$ cat src/rtl/ffc_cfg.svh
// Offsets, field masks, reset values for the fault flag and control block.
// Assumes a 16-bit register address from the serial port decoder.
`ifndef FFC_CFG_SVH
`define FFC_CFG_SVH

`define FFC_OFS_DEV_FLAGS 16'h0011
`define FFC_OFS_IN_FLAGS 16'h0012
`define FFC_OFS_PLL_FLAGS 16'h0013
`define FFC_OFS_CAL_FLAGS 16'h0014
`define FFC_OFS_DEV_MASKS 16'h0017
`define FFC_OFS_IN_MASKS 16'h0018
`define FFC_OFS_PLL_MASKS 16'h0019
`define FFC_OFS_CAL_MASKS 16'h001A
`define FFC_OFS_SOFT_RST 16'h001C
`define FFC_OFS_FSTEP 16'h001D
`define FFC_OFS_PWR_CTRL 16'h001E

`define FFC_DEV_BITS 8'h2F
`define FFC_IN_BITS 8'hFF
`define FFC_PLL_BITS 8'h33
`define FFC_CAL_BITS 8'h30

`define FFC_BIT_RST_ALL 0
`define FFC_BIT_RST_A 1
`define FFC_BIT_RST_B 2
`define FFC_BIT_STEP_UP 0
`define FFC_BIT_STEP_DN 1
`define FFC_BIT_PDN 0
`define FFC_BIT_HARD 1
`define FFC_BIT_SYNC 2

`define FFC_FLAG_RESET 8'h00
`define FFC_MASK_RESET 8'h00
`define FFC_ZERO 8'h00

`endif

$ cat src/rtl/ffc_pkg.sv
// Types shared by the fault flag and control block.
// Assumes nothing beyond the configuration header.
`default_nettype none
package ffc_pkg;
    typedef struct packed {
        logic wr;
        logic rd;
        logic [15:0] addr;
        logic [7:0] wdata;
    } ffc_req_t;

    typedef struct packed {
        logic rvalid;
        logic [7:0] rdata;
    } ffc_rsp_t;

    typedef struct packed {
        logic device_restart;
        logic params_apply;
        logic pll_a_restart;
        logic pll_b_restart;
        logic freq_step_up;
        logic freq_step_down;
        logic low_current_state;
        logic relock_request;
        logic nvm_reload;
        logic divider_realign;
    } ffc_ctl_t;
endpackage
`default_nettype wire

$ cat src/rtl/ffc_top.sv
// Sticky fault flags, interrupt masks and self-clearing control strobes.
// Assumes the serial port decoder presents one-cycle rd/wr requests and that
// the live status bits come from detectors in the sys_clk domain.
`include "ffc_cfg.svh"
`default_nettype none

module ffc_top
    import ffc_pkg::*;
(
    input wire logic sys_clk,
    input wire logic reset,
    input wire ffc_req_t host_req,
    input wire logic [7:0] dev_live,
    input wire logic [7:0] in_live,
    input wire logic [7:0] pll_live,
    input wire logic [7:0] cal_live,
    input wire logic [3:0] freq_step_block_bits,
    output var ffc_rsp_t host_rsp,
    output var ffc_ctl_t ctl_out,
    output var logic irq_out_n
);

    // Set beats clear: the live term is ORed in after the clear.
    function automatic logic [7:0] sticky_next(
        input logic [7:0] flag,
        input logic [7:0] live,
        input logic hit,
        input logic [7:0] wdata,
        input logic [7:0] valid
    );
        logic [7:0] clr;
        clr = hit ? (~wdata & ~live) : `FFC_ZERO;
        sticky_next = ((flag & ~clr) | live) & valid;
    endfunction

    function automatic logic wr_hit(input ffc_req_t r, input logic [15:0] a);
        wr_hit = r.wr && (r.addr == a);
    endfunction

    function automatic logic unmasked(
        input logic [7:0] flag,
        input logic [7:0] mask
    );
        unmasked = |(flag & ~mask);
    endfunction

    logic [7:0] dev_flags_reg, dev_flags_next;
    logic [7:0] in_flags_reg, in_flags_next;
    logic [7:0] pll_flags_reg, pll_flags_next;
    logic [7:0] cal_flags_reg, cal_flags_next;
    logic [7:0] dev_mask_reg, dev_mask_next;
    logic [7:0] in_mask_reg, in_mask_next;
    logic [7:0] pll_mask_reg, pll_mask_next;
    logic [7:0] cal_mask_reg, cal_mask_next;
    logic irq_n_reg, irq_n_next;

    // Flags and masks
    always_comb begin
        dev_flags_next = sticky_next(dev_flags_reg, dev_live & `FFC_DEV_BITS,
            wr_hit(host_req, `FFC_OFS_DEV_FLAGS), host_req.wdata,
            `FFC_DEV_BITS);
        in_flags_next = sticky_next(in_flags_reg, in_live,
            wr_hit(host_req, `FFC_OFS_IN_FLAGS), host_req.wdata,
            `FFC_IN_BITS);
        pll_flags_next = sticky_next(pll_flags_reg, pll_live & `FFC_PLL_BITS,
            wr_hit(host_req, `FFC_OFS_PLL_FLAGS), host_req.wdata,
            `FFC_PLL_BITS);
        cal_flags_next = sticky_next(cal_flags_reg, cal_live & `FFC_CAL_BITS,
            wr_hit(host_req, `FFC_OFS_CAL_FLAGS), host_req.wdata,
            `FFC_CAL_BITS);
        dev_mask_next = wr_hit(host_req, `FFC_OFS_DEV_MASKS) ?
            (host_req.wdata & `FFC_DEV_BITS) : dev_mask_reg;
        in_mask_next = wr_hit(host_req, `FFC_OFS_IN_MASKS) ?
            host_req.wdata : in_mask_reg;
        pll_mask_next = wr_hit(host_req, `FFC_OFS_PLL_MASKS) ?
            (host_req.wdata & `FFC_PLL_BITS) : pll_mask_reg;
        cal_mask_next = wr_hit(host_req, `FFC_OFS_CAL_MASKS) ?
            (host_req.wdata & `FFC_CAL_BITS) : cal_mask_reg;
        // Follows the registered flags, so the pin lags a flag by one cycle
        irq_n_next = !(unmasked(dev_flags_reg, dev_mask_reg) ||
            unmasked(in_flags_reg, in_mask_reg) ||
            unmasked(pll_flags_reg, pll_mask_reg) ||
            unmasked(cal_flags_reg, cal_mask_reg));
    end

    always_ff @(posedge sys_clk) begin
        if (reset) begin
            dev_flags_reg <= `FFC_FLAG_RESET;
            in_flags_reg <= `FFC_FLAG_RESET;
            pll_flags_reg <= `FFC_FLAG_RESET;
            cal_flags_reg <= `FFC_FLAG_RESET;
            dev_mask_reg <= `FFC_MASK_RESET;
            in_mask_reg <= `FFC_MASK_RESET;
            pll_mask_reg <= `FFC_MASK_RESET;
            cal_mask_reg <= `FFC_MASK_RESET;
            irq_n_reg <= 1'b1;
        end else begin
            dev_flags_reg <= dev_flags_next;
            in_flags_reg <= in_flags_next;
            pll_flags_reg <= pll_flags_next;
            cal_flags_reg <= cal_flags_next;
            dev_mask_reg <= dev_mask_next;
            in_mask_reg <= in_mask_next;
            pll_mask_reg <= pll_mask_next;
            cal_mask_reg <= cal_mask_next;
            irq_n_reg <= irq_n_next;
        end
    end

    assign irq_out_n = irq_n_reg;

    // Control strobes
    ffc_ctl_t ctl_reg, ctl_next;
    logic rst_hit, step_hit, pwr_hit, step_open;

    always_comb begin
        rst_hit = wr_hit(host_req, `FFC_OFS_SOFT_RST);
        step_hit = wr_hit(host_req, `FFC_OFS_FSTEP);
        pwr_hit = wr_hit(host_req, `FFC_OFS_PWR_CTRL);
        step_open = (freq_step_block_bits == 4'h0);
        // Strobes are single-cycle; only low_current_state stays stored, so every strobe 1 retriggers
        ctl_next = '0;
        ctl_next.device_restart = rst_hit &&
            host_req.wdata[`FFC_BIT_RST_ALL];
        ctl_next.params_apply = ctl_next.device_restart;
        ctl_next.pll_a_restart = rst_hit &&
            host_req.wdata[`FFC_BIT_RST_A];
        ctl_next.pll_b_restart = rst_hit &&
            host_req.wdata[`FFC_BIT_RST_B];
        ctl_next.freq_step_up = step_hit && step_open &&
            host_req.wdata[`FFC_BIT_STEP_UP];
        ctl_next.freq_step_down = step_hit && step_open &&
            host_req.wdata[`FFC_BIT_STEP_DN];
        ctl_next.low_current_state = pwr_hit ?
            host_req.wdata[`FFC_BIT_PDN] : ctl_reg.low_current_state;
        ctl_next.relock_request = ctl_reg.low_current_state &&
            !ctl_next.low_current_state;
        ctl_next.nvm_reload = pwr_hit &&
            host_req.wdata[`FFC_BIT_HARD];
        ctl_next.divider_realign = pwr_hit &&
            host_req.wdata[`FFC_BIT_SYNC];
    end

    always_ff @(posedge sys_clk) begin
        if (reset) begin
            ctl_reg <= '0;
        end else begin
            ctl_reg <= ctl_next;
        end
    end

    assign ctl_out = ctl_reg;

    // Read port; write-only strobe bits read back as zero
    ffc_rsp_t rsp_reg, rsp_next;

    always_comb begin
        rsp_next.rvalid = host_req.rd;
        unique case (host_req.addr)
            `FFC_OFS_DEV_FLAGS: rsp_next.rdata = dev_flags_reg;
            `FFC_OFS_IN_FLAGS: rsp_next.rdata = in_flags_reg;
            `FFC_OFS_PLL_FLAGS: rsp_next.rdata = pll_flags_reg;
            `FFC_OFS_CAL_FLAGS: rsp_next.rdata = cal_flags_reg;
            `FFC_OFS_DEV_MASKS: rsp_next.rdata = dev_mask_reg;
            `FFC_OFS_IN_MASKS: rsp_next.rdata = in_mask_reg;
            `FFC_OFS_PLL_MASKS: rsp_next.rdata = pll_mask_reg;
            `FFC_OFS_CAL_MASKS: rsp_next.rdata = cal_mask_reg;
            `FFC_OFS_PWR_CTRL: rsp_next.rdata = {7'h00,
                ctl_reg.low_current_state};
            default: rsp_next.rdata = `FFC_ZERO;
        endcase
        if (!host_req.rd) begin
            rsp_next.rdata = rsp_reg.rdata;
        end
    end

    always_ff @(posedge sys_clk) begin
        if (reset) begin
            rsp_reg <= '0;
        end else begin
            rsp_reg <= rsp_next;
        end
    end

    assign host_rsp = rsp_reg;
endmodule
`default_nettype wire

$ cat config.mk
export PLATFORM = sky130hd
export DESIGN_NAME = ffc_top
export DESIGN_NICKNAME = d
export VERILOG_FILES = /design/src/rtl/ffc_pkg.sv /design/src/rtl/ffc_top.sv
export VERILOG_INCLUDE_DIRS = /design/src /design/src/rtl
export SDC_FILE = /design/constraint.sdc
export NUM_CORES = 1
export LEC_CHECK = 0
export ABC_CLOCK_PERIOD_IN_PS = 1740
export BUFFER_PORTS_ARGS = -buffer_cell sky130_fd_sc_hd__clkbuf_2
export CAP_MARGIN = 10
export CORE_AREA = 4 4 93 95
export DETAILED_ROUTE_END_ITERATION = 8
export DIE_AREA = 0 0 97 99
export GPL_TIMING_DRIVEN = 1
export PLACE_DENSITY = 0.69
export SLEW_MARGIN = 25
export SYNTH_ARGS = -nofsm -noshare
export SYNTH_HDL_FRONTEND = slang
export SYNTH_SLANG_ARGS = --single-unit
$ cat constraint.sdc
create_clock -name sys_clk -period 1.74 [get_ports sys_clk]
set_input_delay 0.174 -clock sys_clk [delete_from_list [all_inputs] [get_ports sys_clk]]
set_output_delay 0.174 -clock sys_clk [all_outputs]
set_load 0.1 [all_outputs]
==> results.py <==
metrics = {
    "clocking": {
        "htreeDepth": 3,
        "postCtsHoldBufs": 0,
        "clock-sinks": 57,
        "clock_tree.root_cell": "clkbuf_8",
        "clk_latency_ns": 0.34,
        "tritoncts": "yes",
        "clk_path_buf_depth": 2,
        "cts_made_buffers": 9,
        "ctsResizeCount": 0,
        "postCtsSetupBuffers": 0,
        "clk_pin_slew_ns": 0.07,
    },
    "synthesis": {
        "syn_nets": 377,
        "synth_edf_count": 0,
        "synth_area_leader_cell": "dfxtp_1",
        "synth_common_cells": "dfxtp_1 (57), nor2_1 (45), nor3_1 (31)",
        "synth_most_common_cell": "dfxtp_1",
        "synth.top_cell.area_share": 0.426,
        "synth_area_per_cell_sq_um": 8.56,
        "async_flop_share": 0,
        "postSynthCellCount": 313,
        "yosysWarnings": 0,
        "ys_ff_latch": 57,
        "ys.flop_type": "dfxtp_1",
        "synth.distinct_cells": 42,
        "yosys-top-cells-area": "dfxtp_1 (43%), mux2i_1 (9.3%), nor2_1 (6.3%)",
        "ys_seq_area_frac": 0.426,
        "syn-cell-area_sq_mm": 0.00268,
    },
    "floorplanning": {
        "chipHeight_um": 99,
        "die_x_um": 97,
        "initial_core_util": 0.347,
        "num_rows": 32,
        "core_area_sq_mm": 0.00773,
        "die_area_sq_mm": 0.00960,
        "ios": 84,
    },
    "power_and_ir_drop": {
        "p_total_uw": 2990,
        "power_frac_comb": 0.107,
        "p_switching_uw": 743,
        "internal_power_uw": 2250,
        "power.density_mw_per_mm2": 861,
        "vdd_drop_max_mv": 0.364,
        "p_leak_uw": 0.00148,
        "seqPwrFrac": 0.458,
        "p_clk_frac": 0.435,
        "sw_frac_of_total": 0.249,
    },
    "worst_setup_path": {
        "cp_slowest_cell": "a2111oi_0",
        "crit_required_ns": 1.96,
        "crit_path_end_kind": "flip-flop",
        "path_cells": "mux2i_1 -> nor3_1 -> a2111oi_0 -> and3_1 -> o22ai_1",
        "critical-path-max-stage-delay_ns": 0.48,
        "crit_arrival_ns": 1.64,
        "crit_type": "reg -> reg",
        "cp-start-kind": "flip-flop",
        "critPathMaxFanout": 3,
    },
    "cells_and_area": {
        "diodes": 0,
        "drive_gt1_frac": 0.292,
        "final_cells": 506,
        "area_growth_pct": 29.6,
        "nets": 463,
        "final_area_sq_mm": 0.00347,
    },
    "global_route": {
        "antenna_found_initial": 0,
        "grt_max_degree": 30,
        "first_global_vias": 2601,
        "grt_pass1_wl_mm": 13.4,
        "grt_overflow": 0,
        "grt.total_usage": 0.175,
    },
    "timing": {
        "max-slew-margin-rel": 0.639,
        "fin_worst_skew_ns": 0.00980,
        "fin_crit_sh": 0.820,
        "worst_pin_slew_ns": 0.544,
        "min_period_ns": 1.43,
        "timing.setup.tns_ns": 0,
        "hold_violations": 0,
        "fmax_mhz": 701,
        "setup_viol": 0,
        "rsz0062_at_grt": "no",
        "drv_slew": 0,
    },
    "routing": {
        "drtIter0Drc": 258,
        "vias": 2662,
        "wl_per_cell_um": 16.0,
        "ant_nets": 0,
        "vias_per_cell": 5.26,
        "routed_wl_mm": 8.09,
        "first_pass_iters": 5,
        "drc": 0,
    },
    "min_path": {
        "hold_class": "in -> reg",
    },
    "job": {
        "drv_cap": 0,
    },
    "place": {
        "dp_hpwl_mm": 6.13,
        "placed_area_sq_mm": 0.00326,
        "placed_cells": 490,
        "io_buffers": 70,
        "gp_congestion": 0.916,
    },
    "outcome": {
        "status": "finished, final reports clean",
    },
}
## layout by cell type (no fill, tap or decap), drive strengths merged
cell type and count:
a32o 1, and3 2, o31ai 4, dfxtp 57, nand2b 5, o31a 1
a2111oi 1, nor4 23, nor3b 1, and4b 1, mux2i 25, nand2 23
buf 22, o22ai 7, nor2 45, nor3 33, or4b 1, o211ai 1
a211oi 1, nor2b 9, inv 18, mux2 1, nand4 4, a222oi 4
o21ai 9, a22oi 3, o221ai 1, bufinv 1, nand3 4, or3 1
nor4b 2, a31o 1, a221oi 2, or2 1, clkinv 1, clkbuf 84
a21oi 4
## layout make-up
class | instances | area [sq um]
clock buffer | 14 | 173
timing repair buffer | 92 | 528
sequential | 57 | 1140
clock inverter | 2 | 35.0
tap | 102 | 128
inverter | 18 | 67.6
multi-input combinational | 221 | 1400
fill | 785 | 4260
## cells by family after synthesis
logic type,share of synthesized area
buffers and inverters,0.0518
flip-flops,0.426
AND/OR/NAND/NOR,0.320
AO/OA/AOI/OAI,0.104
multiplexers,0.0976
## final timing paths
| path | cells after the start | endpoint | slack, ns | from |
|---|---|---|---|---|
| max | 5 | host_rsp[5]$_SDFFE_PP0P_ | 0.31 | pll_flags_reg[5]$_SDFF_PP0_ |
| min | 3 | in_flags_reg[7]$_SDFF_PP0_ | 0.08 | in_live[7] |
| max reg2reg | 5 | host_rsp[5]$_SDFFE_PP0P_ | 0.31 | pll_flags_reg[5]$_SDFF_PP0_ |
| min reg2reg | 2 | host_rsp[3]$_SDFFE_PP0P_ | 0.46 | host_rsp[3]$_SDFFE_PP0P_ |
## power groups by stage
stage / logic (uW) / clock network (uW) / registers [uW]
after floorplan: 151 / 0 / 1400
after global placement: 309 / 0 / 1390
after detailed placement: 317 / 0 / 1400
after CTS: 319 / 1330 / 1370
after global routing: 352 / 1390 / 1370
final: 320 / 1300 / 1370
## through the flow
stage	hold slack (ns)	setup WS (ns)	util
final	0.0847	0.314	0.449
after global placement	0.422	0.0385	0.422
after floorplan	0.292	0.106	-
after CTS	0.0700	0.342	0.449
after global routing	0.0854	0.192	0.449
after detailed placement	0.433	-0.0191	0.422
## routing by layer
metal	vias up	part of all wire	GRT usage
met2	125	0.45	0.257
met1	1220	0.45	0.234
met3	10	0.091	0.0623
met5	-	0	0
met4	0	0.013	0.0659
li1	1307	-	-
## worst max-delay path, delay by kind of cell, from the launching register on
family,cells,cell delay (ns)
AND/OR/NAND/NOR,2,0.28
flip-flops,1,0.34
multiplexers,1,0.14
AO/OA/AOI/OAI,2,0.55
No activity file was read; power rests on OpenSTA's default activity.
